===== src/tmr_pkg.sv =====
package tmr_pkg;
    // ==========================================
    // Register index map of the I/O space
    localparam logic [5:0] ADDR_T1_BASE = 6'h00;
    localparam logic [5:0] ADDR_T3_BASE = 6'h10;
    localparam logic [5:0] ADDR_MASK = 6'h20;
    localparam logic [5:0] ADDR_MASK_EXT = 6'h21;
    localparam logic [5:0] ADDR_FLAGS = 6'h22;
    localparam logic [5:0] ADDR_FLAGS_EXT = 6'h23;
    localparam logic [5:0] ADDR_T1_CTRL = 6'h24;
    localparam logic [5:0] ADDR_T3_CTRL = 6'h25;
    // ==========================================
    // Byte-pair slots inside a timer block
    localparam logic [2:0] SLOT_COUNT = 3'h0;
    localparam logic [2:0] SLOT_CMP_A = 3'h1;
    localparam logic [2:0] SLOT_CMP_B = 3'h2;
    localparam logic [2:0] SLOT_CMP_C = 3'h3;
    localparam logic [2:0] SLOT_CAPTURE = 3'h4;
    localparam int NUM_SLOTS = 5;
    // ==========================================
    // Mask and flag bit positions
    localparam int BIT_CAPTURE = 5;
    localparam int BIT_CMP_A = 4;
    localparam int BIT_CMP_B = 3;
    localparam int BIT_OVERFLOW = 2;
    localparam int BIT_T3_CMP_C = 1;
    localparam int BIT_T1_CMP_C = 0;
    localparam logic [7:0] MASK_IMPL = 8'h3C;
    localparam logic [7:0] MASK_EXT_IMPL = 8'h3F;
    // ==========================================
    // Control register fields
    localparam int CTRL_TOP_CAP = 0;
    localparam int CTRL_EDGE_RISE = 1;
    localparam int CTRL_ACOMP_SEL = 2;
    localparam logic [7:0] CTRL_IMPL = 8'h07;
    // ==========================================
    // Reset values
    localparam logic [15:0] RST_WORD = 16'h0000;
    localparam logic [7:0] RST_BYTE = 8'h00;
endpackage


===== src/tmr_sync.sv =====
module tmr_sync #(
    parameter int W = 1
) (
    input wire logic clk_i,
    input wire logic rst_n_i,
    input wire logic [W-1:0] async_i,
    output logic [W-1:0] sync_o
);
    logic [W-1:0] meta_ff;
    logic [W-1:0] sync_ff;

    always_ff @(posedge clk_i or negedge rst_n_i) begin
        if (!rst_n_i) begin
            meta_ff <= '0;
            sync_ff <= '0;
        end else begin
            meta_ff <= async_i;
            sync_ff <= meta_ff;
        end
    end

    assign sync_o = sync_ff;
endmodule


===== src/tmr_unit.sv =====
module tmr_unit #(
    parameter int W = 16,
    parameter int NCMP = 3
) (
    input wire logic clk_i,
    input wire logic rst_n_i,
    input wire logic tick_i,
    input wire logic top_cap_i,
    input wire logic cap_evt_i,
    input wire logic cnt_wr_i,
    input wire logic cap_wr_i,
    input wire logic [NCMP-1:0] cmp_wr_i,
    input wire logic [W-1:0] wdata_i,
    output logic [W-1:0] count_o,
    output logic [W-1:0] capture_o,
    output logic [NCMP*W-1:0] cmp_o,
    output logic [NCMP-1:0] match_o,
    output logic ovf_o,
    output logic cap_flag_o,
    output logic [NCMP-1:0] cmp_pin_o
);
    import tmr_pkg::*;

    logic [W-1:0] cnt_ff;
    logic [W-1:0] cap_ff;
    logic block_ff;
    logic ovf_ff;
    logic capf_ff;
    logic [NCMP-1:0] match_ff;
    logic [NCMP-1:0] pin_ff;
    logic top_hit;
    logic run_tick;

    // Capture register doubles as TOP; the pin is ignored meanwhile
    assign top_hit = top_cap_i && (cnt_ff == cap_ff);
    // A CPU write in the tick cycle owns the counter
    assign run_tick = tick_i && !cnt_wr_i;

    always_ff @(posedge clk_i or negedge rst_n_i) begin
        if (!rst_n_i) begin
            cnt_ff <= RST_WORD;
        end else if (cnt_wr_i) begin
            cnt_ff <= wdata_i;
        end else if (tick_i) begin
            cnt_ff <= top_hit ? '0 : W'(cnt_ff + 1'b1);
        end
    end

    always_ff @(posedge clk_i or negedge rst_n_i) begin
        if (!rst_n_i) begin
            block_ff <= 1'b0;
        end else if (cnt_wr_i) begin
            block_ff <= 1'b1;
        end else if (tick_i) begin
            block_ff <= 1'b0;
        end
    end

    always_ff @(posedge clk_i or negedge rst_n_i) begin
        if (!rst_n_i) begin
            cap_ff <= RST_WORD;
        end else if (cap_wr_i) begin
            cap_ff <= wdata_i;
        end else if (cap_evt_i && !top_cap_i) begin
            cap_ff <= cnt_ff;
        end
    end

    always_ff @(posedge clk_i or negedge rst_n_i) begin
        if (!rst_n_i) begin
            capf_ff <= 1'b0;
            ovf_ff <= 1'b0;
        end else begin
            capf_ff <= (cap_evt_i && !top_cap_i) || (run_tick && top_hit);
            ovf_ff <= run_tick && !top_hit && (cnt_ff == {W{1'b1}});
        end
    end

    genvar g;
    generate
        for (g = 0; g < NCMP; g++) begin : g_cmp
            logic [W-1:0] cmp_ff;
            always_ff @(posedge clk_i or negedge rst_n_i) begin
                if (!rst_n_i) begin
                    cmp_ff <= RST_WORD;
                    match_ff[g] <= 1'b0;
                    pin_ff[g] <= 1'b0;
                end else begin
                    if (cmp_wr_i[g]) begin
                        cmp_ff <= wdata_i;
                    end
                    match_ff[g] <= run_tick && !block_ff && (cnt_ff == cmp_ff); // RQ3 RQ5
                    if (match_ff[g]) begin
                        pin_ff[g] <= !pin_ff[g];
                    end
                end
            end
            assign cmp_o[g*W +: W] = cmp_ff;
        end
    endgenerate

    assign count_o = cnt_ff;
    assign capture_o = cap_ff;
    assign match_o = match_ff;
    assign ovf_o = ovf_ff;
    assign cap_flag_o = capf_ff;
    assign cmp_pin_o = pin_ff;
endmodule


===== src/tmr_regs.sv =====
// Function
// [RQ1] Counter as two bytes, atomic via holding
// [RQ2] One holding byte shared by all pairs
// [RQ3] Counter write blocks next compare match
// [RQ4] Software: changing running counter may skip matches
// [RQ5] Compares run continuously, drive flag and pin
// [RQ6] Compare bytes commit together via holding
// [RQ7] Capture loads counter on pin/comparator event
// [RQ8] Capture register may serve as TOP
// [RQ9] Capture reads return one coherent snapshot
// [RQ10] Request needs enable, flag and global bit
// [RQ11] Primary mask bits five to two
// [RQ12] Extended mask bits five to zero
// [RQ13] First timer compare C at extended bit0
// [RQ14] Software writes zero to extended top bits
// [RQ15] Extended mask unavailable in legacy mode
// [RQ16] Compare flag sets tick after equality
// [RQ17] Flags clear on vector or written one
// [RQ18] High byte first; low write commits, low read latches
// [RQ19] Second timer mirrors first timer layout
module tmr_regs (
    input wire logic clk_i,
    input wire logic rst_n_i,
    input wire logic [5:0] io_addr_i,
    input wire logic io_wr_i,
    input wire logic io_rd_i,
    input wire logic [7:0] io_wdata_i,
    output logic [7:0] io_rdata_o,
    input wire logic gie_i,
    input wire logic compat_mode_i,
    input wire logic t1_tick_i,
    input wire logic t3_tick_i,
    input wire logic t1_capture_input_pin_i,
    input wire logic t3_capture_input_pin_i,
    input wire logic t1_acomp_i,
    input wire logic [7:0] irq_ack_i,
    input wire logic [7:0] irq_ack_ext_i,
    output logic [7:0] irq_req_o,
    output logic [7:0] irq_req_ext_o,
    output logic [2:0] t1_compare_output_pin_o,
    output logic [2:0] t3_compare_output_pin_o
);
    import tmr_pkg::*;

    // ==========================================
    // Address decoding
    function automatic logic pair_hit(input logic [5:0] a);
        pair_hit = !a[5] && (a[3:1] < 3'(NUM_SLOTS));
    endfunction

    function automatic logic [4:0] slot_strobe(input logic [5:0] a, input logic unit);
        slot_strobe = (pair_hit(a) && !a[0] && (a[4] == unit)) ? 5'(5'h01 << a[3:1]) : 5'h00;
    endfunction

    logic [7:0] temp_ff;
    logic [7:0] rdata_ff;
    logic [7:0] msk_ff;
    logic [7:0] emsk_ff;
    logic [7:0] tif_ff;
    logic [7:0] etif_ff;
    logic [7:0] ctrl1_ff;
    logic [7:0] ctrl3_ff;
    logic [3:0] sync_s;
    logic [1:0] cap_prev_ff;
    logic compat_s;
    logic [4:0] com1;
    logic [4:0] com3;
    logic [15:0] wword;
    logic [15:0] cnt1;
    logic [15:0] cnt3;
    logic [15:0] cap1;
    logic [15:0] cap3;
    logic [47:0] cmp1;
    logic [47:0] cmp3;
    logic [2:0] match1;
    logic [2:0] match3;
    logic ovf1;
    logic ovf3;
    logic capf1;
    logic capf3;
    logic [1:0] cap_lvl;
    logic [1:0] cap_evt;
    logic [15:0] rd_word;
    logic [7:0] nxt_rdata;
    logic [7:0] nxt_tif;
    logic [7:0] nxt_etif;
    logic [7:0] tif_set;
    logic [7:0] etif_set;
    logic [7:0] emsk_eff;

    // ==========================================
    // Pin synchronisers and capture edge detection
    tmr_sync #(
        .W(4)
    ) u_sync (
        .clk_i(clk_i),
        .rst_n_i(rst_n_i),
        .async_i({compat_mode_i, t1_acomp_i, t3_capture_input_pin_i, t1_capture_input_pin_i}),
        .sync_o(sync_s)
    );

    assign compat_s = sync_s[3];
    // Changing the source select may fake one edge; software should
    // clear the capture flag after switching
    assign cap_lvl[0] = ctrl1_ff[CTRL_ACOMP_SEL] ? sync_s[2] : sync_s[0];
    assign cap_lvl[1] = sync_s[1];

    always_ff @(posedge clk_i or negedge rst_n_i) begin
        if (!rst_n_i) begin
            cap_prev_ff <= 2'h0;
        end else begin
            cap_prev_ff <= cap_lvl;
        end
    end

    assign cap_evt[0] = ctrl1_ff[CTRL_EDGE_RISE] ? (cap_lvl[0] && !cap_prev_ff[0])
                                               : (!cap_lvl[0] && cap_prev_ff[0]); // RQ7
    assign cap_evt[1] = ctrl3_ff[CTRL_EDGE_RISE] ? (cap_lvl[1] && !cap_prev_ff[1])
                                               : (!cap_lvl[1] && cap_prev_ff[1]);

    // ==========================================
    // Shared holding byte and 16-bit commits
    assign wword = {temp_ff, io_wdata_i}; // RQ2
    assign com1 = io_wr_i ? slot_strobe(io_addr_i, 1'b0) : 5'h00; // RQ1 RQ6 RQ18
    assign com3 = io_wr_i ? slot_strobe(io_addr_i, 1'b1) : 5'h00;

    always_ff @(posedge clk_i or negedge rst_n_i) begin
        if (!rst_n_i) begin
            temp_ff <= RST_BYTE;
        end else if (io_wr_i && pair_hit(io_addr_i) && io_addr_i[0]) begin
            temp_ff <= io_wdata_i; // RQ18
        end else if (io_rd_i && pair_hit(io_addr_i) && !io_addr_i[0]) begin
            temp_ff <= rd_word[15:8]; // RQ9 RQ18
        end
    end

    tmr_unit #(
        .W(16),
        .NCMP(3)
    ) u_t1 (
        .clk_i(clk_i),
        .rst_n_i(rst_n_i),
        .tick_i(t1_tick_i),
        .top_cap_i(ctrl1_ff[CTRL_TOP_CAP]), // RQ8
        .cap_evt_i(cap_evt[0]),
        .cnt_wr_i(com1[SLOT_COUNT]),
        .cap_wr_i(com1[SLOT_CAPTURE]),
        .cmp_wr_i(com1[SLOT_CMP_C:SLOT_CMP_A]),
        .wdata_i(wword),
        .count_o(cnt1),
        .capture_o(cap1),
        .cmp_o(cmp1),
        .match_o(match1),
        .ovf_o(ovf1),
        .cap_flag_o(capf1),
        .cmp_pin_o(t1_compare_output_pin_o)
    );

    // Same layout as the first timer; capture source is the pin only, no comparator select
    tmr_unit #(
        .W(16),
        .NCMP(3)
    ) u_t3 ( // RQ19
        .clk_i(clk_i),
        .rst_n_i(rst_n_i),
        .tick_i(t3_tick_i),
        .top_cap_i(ctrl3_ff[CTRL_TOP_CAP]),
        .cap_evt_i(cap_evt[1]),
        .cnt_wr_i(com3[SLOT_COUNT]),
        .cap_wr_i(com3[SLOT_CAPTURE]),
        .cmp_wr_i(com3[SLOT_CMP_C:SLOT_CMP_A]),
        .wdata_i(wword),
        .count_o(cnt3),
        .capture_o(cap3),
        .cmp_o(cmp3),
        .match_o(match3),
        .ovf_o(ovf3),
        .cap_flag_o(capf3),
        .cmp_pin_o(t3_compare_output_pin_o)
    );

    // ==========================================
    // Control and mask registers
    always_ff @(posedge clk_i or negedge rst_n_i) begin
        if (!rst_n_i) begin
            ctrl1_ff <= RST_BYTE;
            ctrl3_ff <= RST_BYTE;
        end else if (io_wr_i && io_addr_i == ADDR_T1_CTRL) begin
            ctrl1_ff <= io_wdata_i & CTRL_IMPL;
        end else if (io_wr_i && io_addr_i == ADDR_T3_CTRL) begin
            ctrl3_ff <= io_wdata_i & CTRL_IMPL & ~(8'h01 << CTRL_ACOMP_SEL);
        end
    end

    always_ff @(posedge clk_i or negedge rst_n_i) begin
        if (!rst_n_i) begin
            msk_ff <= RST_BYTE;
        end else if (io_wr_i && io_addr_i == ADDR_MASK) begin
            msk_ff <= io_wdata_i & MASK_IMPL; // RQ11
        end
    end

    // Top two bits are not stored, so a stray one written there is harmless
    always_ff @(posedge clk_i or negedge rst_n_i) begin
        if (!rst_n_i) begin
            emsk_ff <= RST_BYTE;
        end else if (io_wr_i && io_addr_i == ADDR_MASK_EXT && !compat_s) begin
            emsk_ff <= io_wdata_i & MASK_EXT_IMPL; // RQ12 RQ13 RQ14 RQ15
        end
    end

    assign emsk_eff = compat_s ? 8'h00 : emsk_ff; // RQ15

    // ==========================================
    // Event flags: set beats clear in the same cycle
    always_comb begin
        tif_set = 8'h00;
        etif_set = 8'h00;
        tif_set[BIT_CAPTURE] = capf1;
        tif_set[BIT_CMP_A] = match1[0]; // RQ16
        tif_set[BIT_CMP_B] = match1[1];
        tif_set[BIT_OVERFLOW] = ovf1;
        etif_set[BIT_T1_CMP_C] = match1[2]; // RQ13
        etif_set[BIT_CAPTURE] = capf3;
        etif_set[BIT_CMP_A] = match3[0];
        etif_set[BIT_CMP_B] = match3[1];
        etif_set[BIT_OVERFLOW] = ovf3;
        etif_set[BIT_T3_CMP_C] = match3[2];
    end

    always_comb begin
        nxt_tif = tif_ff & ~irq_ack_i;
        nxt_etif = etif_ff & ~irq_ack_ext_i;
        if (io_wr_i && io_addr_i == ADDR_FLAGS) begin
            nxt_tif = nxt_tif & ~io_wdata_i; // RQ17
        end
        if (io_wr_i && io_addr_i == ADDR_FLAGS_EXT) begin
            nxt_etif = nxt_etif & ~io_wdata_i;
        end
        nxt_tif = (nxt_tif | tif_set) & MASK_IMPL;
        nxt_etif = (nxt_etif | etif_set) & MASK_EXT_IMPL;
    end

    always_ff @(posedge clk_i or negedge rst_n_i) begin
        if (!rst_n_i) begin
            tif_ff <= RST_BYTE;
            etif_ff <= RST_BYTE;
        end else begin
            tif_ff <= nxt_tif;
            etif_ff <= nxt_etif;
        end
    end

    // Requests go straight to the core's vector logic
    assign irq_req_o = (gie_i ? 8'hFF : 8'h00) & msk_ff & tif_ff; // RQ10 RQ11
    assign irq_req_ext_o = (gie_i ? 8'hFF : 8'h00) & emsk_eff & etif_ff; // RQ10 RQ12

    // ==========================================
    // Read path
    always_comb begin
        rd_word = 16'h0000;
        case ({io_addr_i[4], io_addr_i[3:1]})
            {1'b0, SLOT_COUNT}: rd_word = cnt1;
            {1'b0, SLOT_CMP_A}: rd_word = cmp1[15:0];
            {1'b0, SLOT_CMP_B}: rd_word = cmp1[31:16];
            {1'b0, SLOT_CMP_C}: rd_word = cmp1[47:32];
            {1'b0, SLOT_CAPTURE}: rd_word = cap1;
            {1'b1, SLOT_COUNT}: rd_word = cnt3;
            {1'b1, SLOT_CMP_A}: rd_word = cmp3[15:0];
            {1'b1, SLOT_CMP_B}: rd_word = cmp3[31:16];
            {1'b1, SLOT_CMP_C}: rd_word = cmp3[47:32];
            {1'b1, SLOT_CAPTURE}: rd_word = cap3;
            default: rd_word = 16'h0000;
        endcase
    end

    always_comb begin
        nxt_rdata = 8'h00;
        if (pair_hit(io_addr_i)) begin
            nxt_rdata = io_addr_i[0] ? temp_ff : rd_word[7:0]; // RQ1 RQ9
        end else begin
            case (io_addr_i)
                ADDR_MASK: nxt_rdata = msk_ff;
                ADDR_MASK_EXT: nxt_rdata = emsk_eff;
                ADDR_FLAGS: nxt_rdata = tif_ff;
                ADDR_FLAGS_EXT: nxt_rdata = etif_ff;
                ADDR_T1_CTRL: nxt_rdata = ctrl1_ff;
                ADDR_T3_CTRL: nxt_rdata = ctrl3_ff;
                default: nxt_rdata = 8'h00;
            endcase
        end
    end

    always_ff @(posedge clk_i or negedge rst_n_i) begin
        if (!rst_n_i) begin
            rdata_ff <= RST_BYTE;
        end else if (io_rd_i) begin
            rdata_ff <= nxt_rdata;
        end
    end

    assign io_rdata_o = rdata_ff;
endmodule


===== config.mk =====
export PLATFORM = sky130hd
export DESIGN_NAME = tmr_regs
export DESIGN_NICKNAME = d
export VERILOG_FILES = /design/src/tmr_pkg.sv /design/src/tmr_sync.sv /design/src/tmr_unit.sv /design/src/tmr_regs.sv
export SDC_FILE = /design/constraint.sdc
export NUM_CORES = 1
export LEC_CHECK = 0
export BUFFER_PORTS_ARGS = -buffer_cell sky130_fd_sc_hd__buf_4
export CAP_MARGIN = 10
export CORE_UTILIZATION = 35
export CTS_CLUSTER_SIZE = 20
export DETAILED_ROUTE_END_ITERATION = 6
export GPL_ROUTABILITY_DRIVEN = 0
export MAX_ROUTING_LAYER = met4
export PLACE_DENSITY = 0.59
export SKIP_CTS_REPAIR_TIMING = 1
export SYNTH_ARGS = -nofsm -noshare
export SYNTH_HDL_FRONTEND = slang
export SYNTH_SLANG_ARGS = --single-unit

===== constraint.sdc =====
create_clock -name clk_i -period 4.8 [get_ports clk_i]
set_input_delay 0.48 -clock clk_i [delete_from_list [all_inputs] [get_ports clk_i]]
set_output_delay 0.48 -clock clk_i [all_outputs]
set_load 0.01 [all_outputs]

# Word level (Yosys, flattened, before mapping)
# Cells that the tools add are included.
[word_totals]
reg_bits = 229
out_inout_bits = 30
[classes]
addsub = 2
order_cmp = 1
eq_ne = 25
shifts = 1
n_mux = 31
bitwise_logic = 15
n_reduce_logical = 69
[op_table]
columns = ["cell", "count"]
rows = [
  ["two-way mux 16 bit", 10],
  ["one-hot mux 16 bit (10 select lines)", 1],
  ["equality test 16 bit", 8],
  ["two-way mux 8 bit", 5],
  ["logical AND 1 bit", 39],
  ["equality test 6 bit, second input constant", 6],
  ["one-hot mux 6 bit (6 select lines)", 1],
  ["adder 16 x 1 -> 16 bit, second input constant", 2],
  ["bitwise AND 8 x 6 -> 8 bit", 4],
  ["equality test 16 bit, second input constant", 2],
  ["bitwise AND 6 bit", 4],
  ["zero test 1 bit", 21],
  ["equality test 4 bit, second input constant", 5],
  ["two-way mux 5 bit", 4],
  ["two-way mux 6 bit", 3],
  ["inverter 6 bit", 3],
  ["OR 6 bit", 2],
  ["nonzero test 2 bit", 5],
  ["equality test 4 x 2 -> 1 bit, second input constant", 2],
  ["two-way mux 1 bit", 7],
  ["left shift 1 x 3 -> 5 bit, first input constant", 1],
  ["equality test 4 x 1 -> 1 bit, second input constant", 1],
  ["equality test 4 x 3 -> 1 bit, second input constant", 1],
  ["zero test 4 bit", 1],
  ["other kinds (4)", 6],
]

# Logic depth before layout (Yosys ltp)
# Gate-level depths: netlist (run 1).
[depth]
depth_word = 10
ltp_mapped = 9

# By module
# From an unflattened synthesis (run 1), not the netlist that was laid out.
[unflattened]
cells_unflattened = 1236
area_unflattened_um2 = 13211.4
[by_module_without_submodules]
columns = ["module", "instances", "cells_each", "area_each_um2"]
rows = [
  ["tmr_unit", 2, 411, 4631.9],
  ["tmr_regs", 1, 406, 3747.3],
  ["tmr_sync", 1, 8, 200.2],
]

# Worst setup path after synthesis (run 1)
# No wires, ideal clock.
[synth_timing]
path_type = "input to register"
from = "input port io_addr_i[2]"
to = "register u_t3.cnt_ff[2] (netlist: u_t3.count_o[2])"
t_arrival_ns = 2.025
t_required_ns = 4.680
slack_ns = 2.654
path_stages = 7
n_path_buf = 4
path_cell_list = "clkbuf_2 or3_1 buf_6 or4_4 buf_6 buf_2 o211a_1"
[synth_via]
elab_chain_len = 7
word_cells_on_any_way = 9
classes_between = "1 x order compare; 1 x shift; 3 x mux; 4 x reduce/logical"
[synth_rtl]
columns = ["element", "line_no", "source"]
rows = [
  ["start, declared", "tmr_regs.sv:24", "input wire logic [5:0] io_addr_i,"],
  ["< comparator 3 bit", "tmr_regs.sv:48", "pair_hit = !a[5] && (a[3:1] < 3'(NUM_SLOTS));"],
  ["logical AND 1 bit", "tmr_regs.sv:48", ""],
  ["logical AND 1 bit (2 in series)", "tmr_regs.sv:52", "slot_strobe = (pair_hit(a) && !a[0] && (a[4] == unit)) ? 5'(5'h01 << a[3:1]) : 5'h00;"],
  ["two-way mux 5 bit *", "tmr_regs.sv:52", ""],
  ["two-way mux 5 bit *", "tmr_regs.sv:125", "assign com3 = io_wr_i ? slot_strobe(io_addr_i, 1'b1) : 5'h00;"],
  ["two-way mux 16 bit or nonzero test 2 bit (tied branches)", "n/a", ""],
  ["end signal, assigned", "tmr_unit.sv:43", "cnt_ff <= wdata_i;"],
  ["end signal, assigned", "tmr_unit.sv:45", "cnt_ff <= top_hit ? '0 : W'(cnt_ff + 1'b1);"],
  ["end, declared", "tmr_unit.sv:24", "logic [W-1:0] cnt_ff;"],
]
# Every way passes the cells marked *; elsewhere a longest branch is shown, timed or not.
# A chain may end at the register's enable or synchronous reset.

# Worst setup path in the final report (run 1)
[layout_timing]
from = "input port io_addr_i[1]"
to = "register u_t1.cnt_ff[15] (netlist: u_t1.count_o[15])"
[layout_via]
elab_chain_len = 7
word_cells_on_any_way = 9
classes_between = "1 x order compare; 1 x shift; 3 x mux; 4 x reduce/logical"
[layout_rtl]
columns = ["element", "line_no", "source"]
rows = [
  ["< comparator 3 bit", "tmr_regs.sv:48", ""],
  ["logical AND 1 bit", "tmr_regs.sv:48", ""],
  ["logical AND 1 bit (2 in series)", "tmr_regs.sv:52", ""],
  ["two-way mux 5 bit *", "tmr_regs.sv:52", ""],
  ["two-way mux 5 bit *", "tmr_regs.sv:124", "assign com1 = io_wr_i ? slot_strobe(io_addr_i, 1'b0) : 5'h00;"],
  ["two-way mux 16 bit or nonzero test 2 bit (tied branches)", "n/a", ""],
  ["end signal, assigned", "tmr_unit.sv:43", ""],
  ["end signal, assigned", "tmr_unit.sv:45", ""],
  ["end, declared", "tmr_unit.sv:24", ""],
]
# Marks and branches as above.

==> out/metrics.json, run 1 <==
{
  "timing.critical_path.cells": {"value": "buf_4 -> or3_1 -> or4_1 -> nand2_2 -> nor3_2 -> a211oi_1"},
  "area_of_the_core": {"value": 36600, "unit": "um2"},
  "wl": {"value": 40.5, "unit": "mm"},
  "place_area": {"value": 13700, "unit": "um2"},
  "drt_first_pass_iters": {"value": 7},
  "drive_above_1_share": {"value": 21.7, "unit": "%"},
  "routed_via_density": {"value": 5.75},
  "dieArea": {"value": 38000, "unit": "um2"},
  "max-clock-path-buffers": {"value": 3},
  "worst_clock_skew": {"value": 0.0118, "unit": "ns"},
  "grt_pass1_wl": {"value": 61.8, "unit": "mm"},
  "grt_use_total": {"value": 22.0, "unit": "%"},
  "critical-path-max-stage-delay": {"value": 0.86, "unit": "ns"},
  "timing_worst_setup_path_type": {"value": "input port to flop"},
  "postSynthAreaPerCell": {"value": 10.4, "unit": "um2"},
  "met3_length": {"value": 1.95, "unit": "mm"},
  "post_synth_instance_area": {"value": 13000, "unit": "um2"},
  "violations": {"value": "hold timing"},
  "tightest_slew": {"value": 1.07, "unit": "ns"},
  "detail_route.wirelength.met1": {"value": 18.8, "unit": "mm"},
  "number_of_rows_in_the_core_area": {"value": 70},
  "antenna_found_initial": {"value": 1},
  "timing.final.crit_share": {"value": 57.8, "unit": "%"},
  "ios": {"value": 71},
  "synthDominantCellAreaShare": {"value": 44.0, "unit": "%"},
  "r2r_setup_slk": {"value": 2.21, "unit": "ns"},
  "antenna_cells": {"value": 0},
  "grt_pass1_vias": {"value": 9696},
  "detail_route.wl_per_cell": {"value": 23.4, "unit": "um"},
  "clock_sinks": {"value": 229},
  "number_of_register_bits_inferred_by_synthesis": {"value": 229},
  "floorplan.initialDensity": {"value": 35.6, "unit": "%"},
  "die_h": {"value": 195, "unit": "um"},
  "dpl.hpwl": {"value": 29.1, "unit": "mm"},
  "clk_root_buffer_cell": {"value": "sky130_fd_sc_hd__clkbuf_16"},
  "detail_route.drc_violations": {"value": 0},
  "syn_to_final_growth": {"value": 11.8, "unit": "%"},
  "slew_headroom": {"value": 28.7, "unit": "%"},
  "synth.area.top_cells": {"value": "sky130_fd_sc_hd__dfrtp_1 (44%), sky130_fd_sc_hd__mux2_2 (11%), sky130_fd_sc_hd__xor2_1 (9.7%), sky130_fd_sc_hd__mux2i_1 (4.6%), sky130_fd_sc_hd__nor2_1 (2.8%)"},
  "clock_tree.htree_level_count": {"value": 1},
  "reg2reg_depth": {"value": 5},
  "mostFrequentLayoutCells": {"value": "sky130_fd_sc_hd__dfrtp_1 (229), sky130_fd_sc_hd__xor2_1 (144), sky130_fd_sc_hd__mux2_2 (127), sky130_fd_sc_hd__nor2_1 (96), sky130_fd_sc_hd__buf_4 (68)"},
  "power_per_cell_area": {"value": 410, "unit": "nW/um2"},
  "synth_ff_type": {"value": "sky130_fd_sc_hd__dfrtp_1"},
  "place_worst_setup_slack": {"value": 1.55, "unit": "ns"},
  "netlist-cell-type-count": {"value": 72},
  "clock_latency_on_the_worst_skew_pair": {"value": 0.54, "unit": "ns"},
  "netlist.top_cell.by_area": {"value": "sky130_fd_sc_hd__dfrtp_1"},
  "leakage": {"value": 7.00, "unit": "nW"},
  "finalHoldViolCount": {"value": 3},
  "synth-seq-area-share": {"value": 44.0, "unit": "%"},
  "top_layer_used": {"value": "met4"},
  "worst-endpoint-required": {"value": 5.16, "unit": "ns"},
  "final.setup.worst_slack": {"value": 2.02, "unit": "ns"},
  "grt_start_max_net_pins": {"value": 123},
  "synth_warnings": {"value": 0},
  "mostFrequentLayoutCell": {"value": "sky130_fd_sc_hd__dfrtp_1"},
  "synthesis.instances": {"value": 1252},
  "die_w": {"value": 195, "unit": "um"},
  "finalNetCount": {"value": 1284},
  "finalMaxSlewViolations": {"value": 0},
  "critical_path.endpoint_type": {"value": "flop"},
  "final_instance_area": {"value": 14600, "unit": "um2"},
  "io_buffers": {"value": 58},
  "worst_hold_slack": {"value": -0.00932, "unit": "ns"},
  "worstPathBufferInverterCount": {"value": 1},
  "cap_viol_max_count": {"value": 0},
  "outcome": {"value": "complete, but fails checks"},
  "peak_vdd_ir": {"value": 0.263, "unit": "mV"},
  "drt.antenna.violating_nets": {"value": 0},
  "synth_enable_flop_cells": {"value": 0},
  "reg2reg_from": {"value": "u_t1.count_o[3]$_DFFE_PN0P_"},
  "worstPathArrival": {"value": 3.14, "unit": "ns"},
  "async_flop_share": {"value": 100, "unit": "%"},
  "grt-ovfl-total": {"value": 0},
  "critical_path.top_delay_family": {"value": "simple AND/OR/NAND/NOR gates"},
  "detail_route.iter0.violations": {"value": 1001},
  "met2WireLength": {"value": 18.2, "unit": "mm"},
  "critPathMaxFanout": {"value": 40},
  "numCtsBuffers": {"value": 26},
  "worstReg2RegEnd": {"value": "u_t1.count_o[15]$_DFFE_PN0P_"},
  "setup.worst_path.start_class": {"value": "input port"},
  "cts_tree": {"value": "built"},
  "rsz0062_at_grt": {"value": "no"},
  "hp-class": {"value": "input port to async pin"},
  "fmax": {"value": 0.360, "unit": "GHz"},
  "timing.final.setup_violations": {"value": 0},
  "period_needed": {"value": 2.78, "unit": "ns"},
  "power_total": {"value": 5.97, "unit": "mW"},
  "reg_clk_slew_reported_paths": {"value": 0.06, "unit": "ns"},
  "slowest_stage": {"value": "sky130_fd_sc_hd__or4_1"},
  "totalNegativeSetupSlack": {"value": 0, "unit": "ns"},
  "dr_total_vias": {"value": 9924}
}
## worst max path at each step
stage	from	endpoint	slack, ns	cells after the start
floorplan	io_addr_i[2]	u_t3.count_o[2]$_DFFE_PN0P_	2.65	7
CTS	io_addr_i[1]	u_t1.count_o[15]$_DFFE_PN0P_	2.09	6
finish	io_addr_i[1]	u_t1.count_o[15]$_DFFE_PN0P_	2.02	6
global route	io_addr_i[1]	u_t1.count_o[12]$_DFFE_PN0P_	1.93	6
global placement	io_addr_i[1]	u_t1.count_o[15]$_DFFE_PN0P_	1.60	6
detailed placement	io_addr_i[1]	u_t1.count_o[9]$_DFFE_PN0P_	1.55	6
## area by class of cell
| cell class | instances | area (um2) |
|---|---|---|
| clock inverters | 14 | 190 |
| multi-input cells | 896 | 6750 |
| clock buffers | 32 | 714 |
| fillers | 3560 | 22000 |
| well taps | 468 | 586 |
| repair buffers | 69 | 526 |
| inverters | 19 | 71.3 |
| flip-flops and latches | 229 | 5730 |
## cells in the mapped netlist (15+ instances only)
master                     count
sky130_fd_sc_hd__mux2i_1      60
sky130_fd_sc_hd__a22oi_1      24
sky130_fd_sc_hd__mux2_2      127
sky130_fd_sc_hd__and3_1       39
sky130_fd_sc_hd__o22ai_1      17
sky130_fd_sc_hd__inv_1        19
sky130_fd_sc_hd__nand2_1      51
sky130_fd_sc_hd__dfrtp_1     229
sky130_fd_sc_hd__a21oi_1      51
sky130_fd_sc_hd__buf_1        15
sky130_fd_sc_hd__buf_2        20
sky130_fd_sc_hd__xor2_1      144
sky130_fd_sc_hd__nor2_1       96
sky130_fd_sc_hd__o21ai_0      23
sky130_fd_sc_hd__nor3_1       23
sky130_fd_sc_hd__clkbuf_1     68
sky130_fd_sc_hd__nand4_1      18
sky130_fd_sc_hd__nand3_1      22
sky130_fd_sc_hd__nor4_1       35
## power by group
group	internal (mW)	switching [mW]	total, mW	leakage [nW]
clock network	1.27	0.844	2.12	0.428
logic	0.552	0.603	1.16	3.55
registers	2.19	0.509	2.70	3.02
total	4.02	1.96	5.97	7.00
## sequential cells by signal (all words and copies together) (netlist names), 6 cells and up
signal	flops
u_t3.capture_o	16
temp_ff	8
u_t1.capture_o	16
emsk_ff	6
u_t1.count_o	16
etif_ff	6
u_t3.count_o	16
u_t1.g_cmp.cmp_ff	48
io_rdata_o	8
u_t3.g_cmp.cmp_ff	48
## logic make-up after synthesis
| kind of cell | count (synthesis) | synth area share, % |
|---|---|---|
| AND/OR/NAND/NOR | 339 | 13.7 |
| flip-flops | 229 | 44.0 |
| AO/OA/AOI/OAI | 205 | 10.9 |
| multiplexers | 195 | 16.8 |
| XOR/XNOR | 149 | 10.0 |
| buffers and inverters | 132 | 4.35 |
| adder cells (fa/ha/maj) | 2 | 0.192 |
| other | 1 | 0.0288 |
## per-stage QoR
stage	utilization (%)	std cells	hold WS, ns
finish	39.8	1727	-0.00932
global placement	37.3	1681	0.334
CTS	39.8	1727	0.0283
detailed placement	37.3	1681	0.336
floorplan	-	1257	0.184
global route	39.8	1727	0.0359
## worst reg2reg max path: cells and delay by family, from the launching register on
| kind | cells | cell delay [ns] |
|---|---|---|
| compound gates | 1 | 0.09 |
| xor+xnor | 1 | 0.25 |
| flops | 1 | 0.55 |
| simple gates | 3 | 1.52 |
## layer usage
metal / vias up / GRT usage (%)
met4: 0 / 7.70
met1: 5006 / 31.0
li1: 4500 / -
met5: - / -
met3: 95 / 2.79
met2: 323 / 32.3
Power figures use the tool's default switching activity.
==> run 2: changes to the inputs <==
- clock period: 4.8 -> 2.8 ns (I/O delays scaled with it)
==> run 2 against run 1 <==
Critical path type is now flop to flop. Hold slack improved by 0.074 ns. The flow now finishes without violations. Power rose by 73%. Setup slack worse by 1.6 ns. Register-to-register slack got worse by 1.8 ns. Clock power grew 70%. Highest routed layer unchanged.
==> out/metrics.json, run 2 (synthesized netlist as in run 1, its figures left out) <==
{
  "finalHoldViolCount": {"value": 0, "change": "was 3"},
  "clk_root_buffer_cell": {"value": "sky130_fd_sc_hd__clkbuf_16", "change": "unchanged"},
  "max-clock-path-buffers": {"value": 3, "change": "unchanged"},
  "grt_pass1_vias": {"value": 9922, "change": "was 9,696"},
  "top_regs": {"value": "u_t1.g_cmp.cmp_ff x48, u_t3.g_cmp.cmp_ff x48", "change": "unchanged"},
  "finalMaxSlewViolations": {"value": 0, "change": "unchanged"},
  "clock_tree.htree_level_count": {"value": 1, "change": "unchanged"},
  "detail_route.wl_per_cell": {"value": 23.6, "unit": "um", "change": "was 23.4 um"},
  "antenna_found_initial": {"value": 1, "change": "unchanged"},
  "totalNegativeSetupSlack": {"value": 0, "unit": "ns", "change": "unchanged"},
  "setup.worst_path.start_class": {"value": "flop", "change": "was input port"},
  "peak_vdd_ir": {"value": 0.519, "unit": "mV", "change": "was 0.263 mV"},
  "ios": {"value": 71, "change": "unchanged"},
  "grt_use_total": {"value": 22.6, "unit": "%", "change": "was 22.0%"},
  "finalNetCount": {"value": 1333, "change": "was 1,284"},
  "grt_pass1_wl": {"value": 63.4, "unit": "mm", "change": "was 61.8 mm"},
  "tightest_slew": {"value": 1.02, "unit": "ns", "change": "was 1.07 ns"},
  "numCtsBuffers": {"value": 26, "change": "unchanged"},
  "grt-ovfl-total": {"value": 0, "change": "unchanged"},
  "io_buffers": {"value": 58, "change": "unchanged"},
  "area_of_the_core": {"value": 36600, "unit": "um2", "change": "unchanged"},
  "grt_start_max_net_pins": {"value": 71, "change": "was 123"},
  "dpl.hpwl": {"value": 30.0, "unit": "mm", "change": "was 29.1 mm"},
  "floorplan.initialDensity": {"value": 35.6, "unit": "%", "change": "unchanged"},
  "critical_path.endpoint_type": {"value": "flop", "change": "unchanged"},
  "critPathMaxFanout": {"value": 9, "change": "was 40"},
  "dieArea": {"value": 38000, "unit": "um2", "change": "unchanged"},
  "reg_clk_slew_reported_paths": {"value": 0.06, "unit": "ns", "change": "about the same"},
  "outcome": {"value": "completed", "change": "was complete, but fails checks"},
  "rsz0062_at_grt": {"value": "no", "change": "unchanged"},
  "fmax": {"value": 0.423, "unit": "GHz"},
  "number_of_rows_in_the_core_area": {"value": 70, "change": "unchanged"},
  "die_h": {"value": 195, "unit": "um", "change": "unchanged"},
  "cap_viol_max_count": {"value": 0, "change": "unchanged"},
  "mostFrequentLayoutCells": {"value": "sky130_fd_sc_hd__dfrtp_1 (229), sky130_fd_sc_hd__xor2_1 (144), sky130_fd_sc_hd__mux2_2 (127), sky130_fd_sc_hd__buf_4 (109), sky130_fd_sc_hd__nor2_1 (96)", "change": "was sky130_fd_sc_hd__dfrtp_1 (229), sky130_fd_sc_hd__xor2_1 (144), sky130_fd_sc_hd__mux2_2 (127), sky130_fd_sc_hd__nor2_1 (96), sky130_fd_sc_hd__buf_4 (68)"},
  "timing.final.setup_violations": {"value": 0, "change": "unchanged"},
  "power_per_cell_area": {"value": 689, "unit": "nW/um2", "change": "was 410 nW/um2"},
  "routed_via_density": {"value": 5.75, "change": "about the same"},
  "worst-endpoint-required": {"value": 3.18, "unit": "ns", "change": "was 5.16 ns"},
  "timing.final.crit_share": {"value": 84.4, "unit": "%"},
  "hp-class": {"value": "input port to flop", "change": "was input port to async pin"},
  "worst_clock_skew": {"value": 0.0130, "unit": "ns", "change": "was 0.0118 ns"},
  "mostFrequentLayoutCell": {"value": "sky130_fd_sc_hd__dfrtp_1", "change": "unchanged"},
  "drt_first_pass_iters": {"value": 7, "change": "unchanged"},
  "detail_route.iter0.violations": {"value": 1168, "change": "was 1,001"},
  "detail_route.drc_violations": {"value": 0, "change": "unchanged"},
  "worst_hold_slack": {"value": 0.0652, "unit": "ns", "change": "was -0.00932 ns"},
  "drt.antenna.violating_nets": {"value": 0, "change": "unchanged"},
  "drive_above_1_share": {"value": 24.4, "unit": "%", "change": "was 21.7%"},
  "leakage": {"value": 7.26, "unit": "nW", "change": "was 7.00 nW"},
  "period_needed": {"value": 2.36, "unit": "ns"},
  "syn_to_final_growth": {"value": 15.0, "unit": "%", "change": "was 11.8%"},
  "worstPathArrival": {"value": 2.75, "unit": "ns", "change": "was 3.14 ns"},
  "clock_sinks": {"value": 229, "change": "unchanged"},
  "wl": {"value": 41.9, "unit": "mm", "change": "was 40.5 mm"},
  "final_instance_area": {"value": 15000, "unit": "um2", "change": "was 14,600 um2"},
  "cts_tree": {"value": "built", "change": "unchanged"},
  "place_area": {"value": 14000, "unit": "um2", "change": "was 13,700 um2"},
  "die_w": {"value": 195, "unit": "um", "change": "unchanged"},
  "timing_worst_setup_path_type": {"value": "flop to flop", "change": "was input port to flop"},
  "clock_latency_on_the_worst_skew_pair": {"value": 0.53, "unit": "ns", "change": "was 0.54 ns"},
  "dr_total_vias": {"value": 10200, "change": "was 9,924"},
  "slew_headroom": {"value": 32.1, "unit": "%", "change": "was 28.7%"}
}
run 2: changes by cell type in the layout (fill, tap and decap cells not counted), sizes merged:
cell / delta
inv: +1
clkinvlp: -1
bufinv: -1
diode: +1
dlygate4sd3: +5
buf: +44
clkbuf: +1
clkinv: +1
run 2: stage by stage:
stage | power, mW | setup WS (ns) | instances | util (%)
global placement | 6.70 | 0.490 | 1725 | 38.3
global route | 10.8 | 0.359 | 1778 | 40.9
finish | 10.3 | 0.436 | 1778 | 40.9
floorplan | 5.77 | 0.773 | 1257 | -
CTS | 10.4 | 0.434 | 1772 | 40.8
detailed placement | 6.74 | 0.449 | 1725 | 38.3
run 2: path summary, 6_finish.rpt:
check,cells past startpoint,startpoint,to,slack [ns]
hold / removal,3,irq_ack_ext_i[4],etif_ff[4]$_DFF_PN0_,0.07
hold reg to reg,0,u_sync.meta_ff[1]$_DFF_PN0_,u_sync.sync_o[1]$_DFF_PN0_,0.35
setup reg to reg,5,u_t1.count_o[9]$_DFFE_PN0P_,u_t1.count_o[9]$_DFFE_PN0P_,0.44
min in group asynchronous,2,rst_n_i,u_t1.count_o[13]$_DFFE_PN0P_,0.30
max in group asynchronous,3,rst_n_i,tif_ff[2]$_DFF_PN0_,1.58
setup / recovery,5,u_t1.count_o[9]$_DFFE_PN0P_,u_t1.count_o[9]$_DFFE_PN0P_,0.44
run 2: routing by layer:
layer / GRT usage [%] / vias up / routed length [um] / share of wire, %
met5: - / - / 0 / 0
met1: 31.6 / 5201 / 18900 / 45
met4: 5.25 / 0 / 1010 / 2.4
met3: 3.07 / 61 / 2610 / 6.2
met2: 34.6 / 372 / 19400 / 46
li1: - / 4590 / - / -
run 2: area by class of cell:
| cell class | instances | area, um2 |
|---|---|---|
| Clock inverter | 14 | 163 |
| Fill cell | 3498 | 21600 |
| Tap cell | 468 | 586 |
| Inverter | 19 | 71.3 |
| Timing Repair Buffer | 118 | 943 |
| Clock buffer | 33 | 738 |
| Sequential cell | 229 | 5730 |
| Multi-Input combinational cell | 896 | 6750 |
| Antenna cell | 1 | 2.50 |
run 2: power by group:
group	switching [mW]	total [mW]	internal (mW)	leakage [nW]
clock network	1.45	3.60	2.14	0.435
registers	0.765	4.52	3.76	3.02
logic	1.18	2.21	1.03	3.80
total	3.39	10.3	6.93	7.26
run 2: critical path, cell delays in order (launching register included):
cell and delay [ns]:
sky130_fd_sc_hd__dfrtp_1 0.57, sky130_fd_sc_hd__xor2_1 0.24, sky130_fd_sc_hd__nor4_1 0.43, sky130_fd_sc_hd__nand3_1 0.34
sky130_fd_sc_hd__nor3_2 0.54, sky130_fd_sc_hd__a211oi_1 0.09
==> run 3: changes to the inputs <==
- ABC_AREA: default -> 1
- PLACE_DENSITY: 0.59 -> 0.6
- clock period: 2.8 -> 1.9 ns (I/O delays scaled with it)
==> run 3 against run 2 <==
Critical path depth up 4. Global-route usage up 2.0 points. Sequential cell count unchanged. Sequential power up 47%. Core utilization up 1.6 points. Via count up 27%. Count of clock-buffer cells in the layout up 2.
==> out/metrics.json, run 3 <==
{
  "number_of_rows_in_the_core_area": {"value": 71, "change": "was 70"},
  "globalRoute.busiestLayer": {"value": "met2", "change": "unchanged"},
  "clock_tree.htree_level_count": {"value": 1, "change": "unchanged"},
  "timing.final.crit_share": {"value": 93.6, "unit": "%", "change": "was 84.4%"},
  "dpl.hpwl": {"value": 34.7, "unit": "mm", "change": "was 30.0 mm"},
  "dieArea": {"value": 39600, "unit": "um2", "change": "was 38,000 um2"},
  "reg_clk_slew_reported_paths": {"value": 0.06, "unit": "ns", "change": "about the same"},
  "setup.worst_path.start_class": {"value": "flop", "change": "unchanged"},
  "netlist.top_cell.by_area": {"value": "sky130_fd_sc_hd__dfrtp_1", "change": "unchanged"},
  "timing.critical_path.cells": {"value": "inv_1 -> nor2_1 -> nor2_1 -> nand2_1 -> nor2_1 -> nand3_1 -> buf_4 -> o21ai_1 -> buf_4", "change": "was xor2_1 -> nor4_1 -> nand3_1 -> nor3_2 -> a211oi_1"},
  "synth-seq-area-share": {"value": 42.2, "unit": "%", "change": "was 44.0%"},
  "grt_util_met3": {"value": 3.75, "unit": "%", "change": "was 3.07%"},
  "mostFrequentLayoutCells": {"value": "sky130_fd_sc_hd__nand2_1 (551), sky130_fd_sc_hd__dfrtp_1 (223), sky130_fd_sc_hd__inv_1 (202), sky130_fd_sc_hd__nand3_1 (184), sky130_fd_sc_hd__o21ai_0 (149)", "change": "was sky130_fd_sc_hd__dfrtp_1 (229), sky130_fd_sc_hd__xor2_1 (144), sky130_fd_sc_hd__mux2_2 (127), sky130_fd_sc_hd__buf_4 (109), sky130_fd_sc_hd__nor2_1 (96)"},
  "grt_pass1_wl": {"value": 72.1, "unit": "mm", "change": "was 63.4 mm"},
  "number_of_register_bits_inferred_by_synthesis": {"value": 229, "change": "unchanged"},
  "leakage": {"value": 7.53, "unit": "nW", "change": "was 7.26 nW"},
  "hp-class": {"value": "input port to flop", "change": "unchanged"},
  "rsz0062_at_grt": {"value": "no", "change": "unchanged"},
  "io_buffers": {"value": 58, "change": "unchanged"},
  "final_instance_area": {"value": 16100, "unit": "um2", "change": "was 15,000 um2"},
  "mostFrequentLayoutCell": {"value": "sky130_fd_sc_hd__nand2_1", "change": "was sky130_fd_sc_hd__dfrtp_1"},
  "finalNetCount": {"value": 2011, "change": "was 1,333"},
  "worstPathArrival": {"value": 2.28, "unit": "ns", "change": "was 2.75 ns"},
  "finalMaxSlewViolations": {"value": 0, "change": "unchanged"},
  "post_synth_instance_area": {"value": 13600, "unit": "um2", "change": "was 13,000 um2"},
  "cts_tree": {"value": "built", "change": "unchanged"},
  "clock_sinks": {"value": 229, "change": "unchanged"},
  "top_regs": {"value": "u_t1.g_cmp.cmp_ff x48, u_t3.g_cmp.cmp_ff x48", "change": "unchanged"},
  "detail_route.drc_violations": {"value": 0, "change": "unchanged"},
  "worstPathBufferInverterCount": {"value": 3, "change": "was 0"},
  "syn_to_final_growth": {"value": 18.8, "unit": "%", "change": "was 15.0%"},
  "post_synth_most_frequent_cells": {"value": "sky130_fd_sc_hd__nand2_1 (551), sky130_fd_sc_hd__dfrtp_1 (229), sky130_fd_sc_hd__inv_1 (202), sky130_fd_sc_hd__nand3_1 (184), sky130_fd_sc_hd__o21ai_0 (150)", "change": "was sky130_fd_sc_hd__dfrtp_1 (229), sky130_fd_sc_hd__xor2_1 (144), sky130_fd_sc_hd__mux2_2 (127), sky130_fd_sc_hd__nor2_1 (96), sky130_fd_sc_hd__clkbuf_1 (68)"},
  "detail_route.iter0.violations": {"value": 1414, "change": "was 1,168"},
  "synth_enable_flop_cells": {"value": 0, "change": "unchanged"},
  "max-clock-path-buffers": {"value": 3, "change": "unchanged"},
  "worst_hold_slack": {"value": 0.0202, "unit": "ns", "change": "was 0.0652 ns"},
  "async_flop_share": {"value": 100, "unit": "%", "change": "unchanged"},
  "clock_latency_on_the_worst_skew_pair": {"value": 0.55, "unit": "ns", "change": "was 0.53 ns"},
  "antenna_found_initial": {"value": 0, "change": "was 1"},
  "die_h": {"value": 199, "unit": "um", "change": "was 195 um"},
  "grt_use_total": {"value": 24.5, "unit": "%", "change": "was 22.6%"},
  "grt-ovfl-total": {"value": 0, "change": "unchanged"},
  "grt_start_max_net_pins": {"value": 58, "change": "was 71"},
  "critical-path-max-stage-delay": {"value": 0.46, "unit": "ns", "change": "was 0.57 ns"},
  "slew_headroom": {"value": 46.3, "unit": "%", "change": "was 32.1%"},
  "area_of_the_core": {"value": 37900, "unit": "um2", "change": "was 36,600 um2"},
  "global_route.usage.met2": {"value": 37.5, "unit": "%", "change": "was 34.6%"},
  "netlist-cell-type-count": {"value": 42, "change": "was 72"},
  "drt_first_pass_iters": {"value": 6, "change": "was 7"},
  "slowest_stage": {"value": "sky130_fd_sc_hd__dfrtp_2", "change": "was sky130_fd_sc_hd__dfrtp_1"},
  "groute.layer.met1.usage": {"value": 33.3, "unit": "%", "change": "was 31.6%"},
  "peak_vdd_ir": {"value": 0.620, "unit": "mV", "change": "was 0.519 mV"},
  "drive_above_1_share": {"value": 12.3, "unit": "%", "change": "was 24.4%"},
  "critical_path.most_common_cell": {"value": "sky130_fd_sc_hd__nor2_1"},
  "synth.area.top_cells": {"value": "sky130_fd_sc_hd__dfrtp_1 (42%), sky130_fd_sc_hd__nand2_1 (15%), sky130_fd_sc_hd__nand3_1 (6.8%), sky130_fd_sc_hd__inv_1 (5.6%), sky130_fd_sc_hd__o21ai_0 (5.5%)", "change": "was sky130_fd_sc_hd__dfrtp_1 (44%), sky130_fd_sc_hd__mux2_2 (11%), sky130_fd_sc_hd__xor2_1 (9.7%), sky130_fd_sc_hd__mux2i_1 (4.6%), sky130_fd_sc_hd__nor2_1 (2.8%)"},
  "worst_clock_skew": {"value": 0.0122, "unit": "ns", "change": "was 0.0130 ns"},
  "floorplan.initialDensity": {"value": 35.8, "unit": "%", "change": "was 35.6%"},
  "synthesis.instances": {"value": 1857, "change": "was 1,252"},
  "finalHoldViolCount": {"value": 0, "change": "unchanged"},
  "postSynthAreaPerCell": {"value": 7.31, "unit": "um2", "change": "was 10.4 um2"},
  "synth_warnings": {"value": 0, "change": "unchanged"},
  "clk_root_buffer_cell": {"value": "sky130_fd_sc_hd__clkbuf_16", "change": "unchanged"},
  "worst-endpoint-required": {"value": 2.40, "unit": "ns", "change": "was 3.18 ns"},
  "wl": {"value": 46.0, "unit": "mm", "change": "was 41.9 mm"},
  "critical_path.endpoint_type": {"value": "flop", "change": "unchanged"},
  "timing.final.setup_violations": {"value": 0, "change": "unchanged"},
  "die_w": {"value": 199, "unit": "um", "change": "was 195 um"},
  "timing_worst_setup_path_type": {"value": "flop to flop", "change": "unchanged"},
  "synth.most_common_cell": {"value": "sky130_fd_sc_hd__nand2_1", "change": "was sky130_fd_sc_hd__dfrtp_1"},
  "power_per_cell_area": {"value": 1080, "unit": "nW/um2", "change": "was 689 nW/um2"},
  "synth_ff_type": {"value": "sky130_fd_sc_hd__dfrtp_1", "change": "unchanged"},
  "cap_viol_max_count": {"value": 0, "change": "unchanged"},
  "antenna_cells": {"value": 0, "change": "was 1"},
  "detail_route.wl_per_cell": {"value": 18.4, "unit": "um", "change": "was 23.6 um"},
  "fmax": {"value": 0.562, "unit": "GHz", "change": "was 0.423 GHz"},
  "drt.antenna.violating_nets": {"value": 0, "change": "unchanged"},
  "outcome": {"value": "completed", "change": "unchanged"},
  "dr_total_vias": {"value": 13000, "change": "was 10,200"},
  "fillers": {"value": 3870, "change": "was 3,498"},
  "grt_pass1_vias": {"value": 12200, "change": "was 9,922"},
  "numCtsBuffers": {"value": 27, "change": "was 26"},
  "ios": {"value": 71, "change": "unchanged"},
  "place_area": {"value": 14900, "unit": "um2", "change": "was 14,000 um2"},
  "routed_via_density": {"value": 5.20, "change": "was 5.75"},
  "tightest_slew": {"value": 0.803, "unit": "ns", "change": "was 1.02 ns"},
  "critical_path.top_delay_family": {"value": "simple AND/OR/NAND/NOR gates", "change": "unchanged"},
  "synthDominantCellAreaShare": {"value": 42.2, "unit": "%", "change": "was 44.0%"},
  "period_needed": {"value": 1.78, "unit": "ns", "change": "was 2.36 ns"},
  "critPathMaxFanout": {"value": 7, "change": "was 9"}
}
-- run 3: logic make-up after synthesis --
logic type / count (synthesis) / synth area share, %
other: 1 / 0.0276
AOI/OAI and AO/OA: 244 / 9.93
adders and majority gates: 2 / 0.184
xor gates and xnor gates: 96 / 6.20
and+or+nand+nor: 976 / 31.6
buffers and inverters: 309 / 9.82
DFF: 229 / 42.2
-- run 3: per-layer routing --
metal,up-vias,part of all wire (%)
li1,6167,-
met1,6196,43
met2,537,45
met3,88,8.5
met4,0,3.0
met5,-,0
-- run 3: layout make-up --
| cell class | count | area [um2] | share of cell area, % |
|---|---|---|---|
| multi-input cells | 1324 | 6530 | 40.5 |
| flip-flops and latches | 229 | 5740 | 35.6 |
| repair buffers | 175 | 1430 | 8.90 |
| inverters | 211 | 800 | 4.96 |
| clock buffers | 35 | 736 | 4.56 |
| well taps | 511 | 639 | 3.97 |
| clock inverters | 14 | 243 | 1.51 |
-- run 3: path summary, 6_finish.rpt --
kind	end	from	slack, ns	depth (start not counted)
hold / removal	io_rdata_o[6]$_DFFE_PN0P_	io_addr_i[0]	0.02	5
min in group asynchronous	u_t1.cap_flag_o$_DFF_PN0_	rst_n_i	0.15	2
max in group asynchronous	u_t1.count_o[12]$_DFFE_PN0P_	rst_n_i	1.01	3
setup / recovery	u_t1.cap_flag_o$_DFF_PN0_	u_t1.count_o[0]$_DFFE_PN0P_	0.12	9
hold reg to reg	u_sync.sync_o[2]$_DFF_PN0_	u_sync.meta_ff[2]$_DFF_PN0_	0.35	0
setup reg to reg	u_t1.cap_flag_o$_DFF_PN0_	u_t1.count_o[0]$_DFFE_PN0P_	0.12	9
-- run 3: through the flow --
stage                     total power [mW]  std cells  setup slack (ns)  util, %  setup TNS [ns]
after floorplan                       9.54       1862             0.360        -               0
after global placement                11.5       2425            0.0200     39.2               0
after detailed placement              11.6       2425           -0.0157     39.2         -0.0157
after CTS                             17.4       2474           -0.0304     41.8         -0.0304
after global routing                  18.3       2499           0.00667     42.5               0
final                                 17.4       2499             0.121     42.5               0
-- run 3: worst reg2reg max path, delay by kind of cell, from the launching register on --
| kind | cells | cell delay (ns) |
|---|---|---|
| buf+inv | 3 | 0.49 |
| compound gates | 1 | 0.18 |
| simple gates | 5 | 0.61 |
| flops | 1 | 0.46 |
-- run 3: power breakdown --
part / internal, mW / switching [mW] / total (mW)
clock: 3.55 / 2.22 / 5.78
sequential: 5.68 / 0.944 / 6.63
combinational: 2.02 / 3.00 / 5.02
total: 11.3 / 6.16 / 17.4
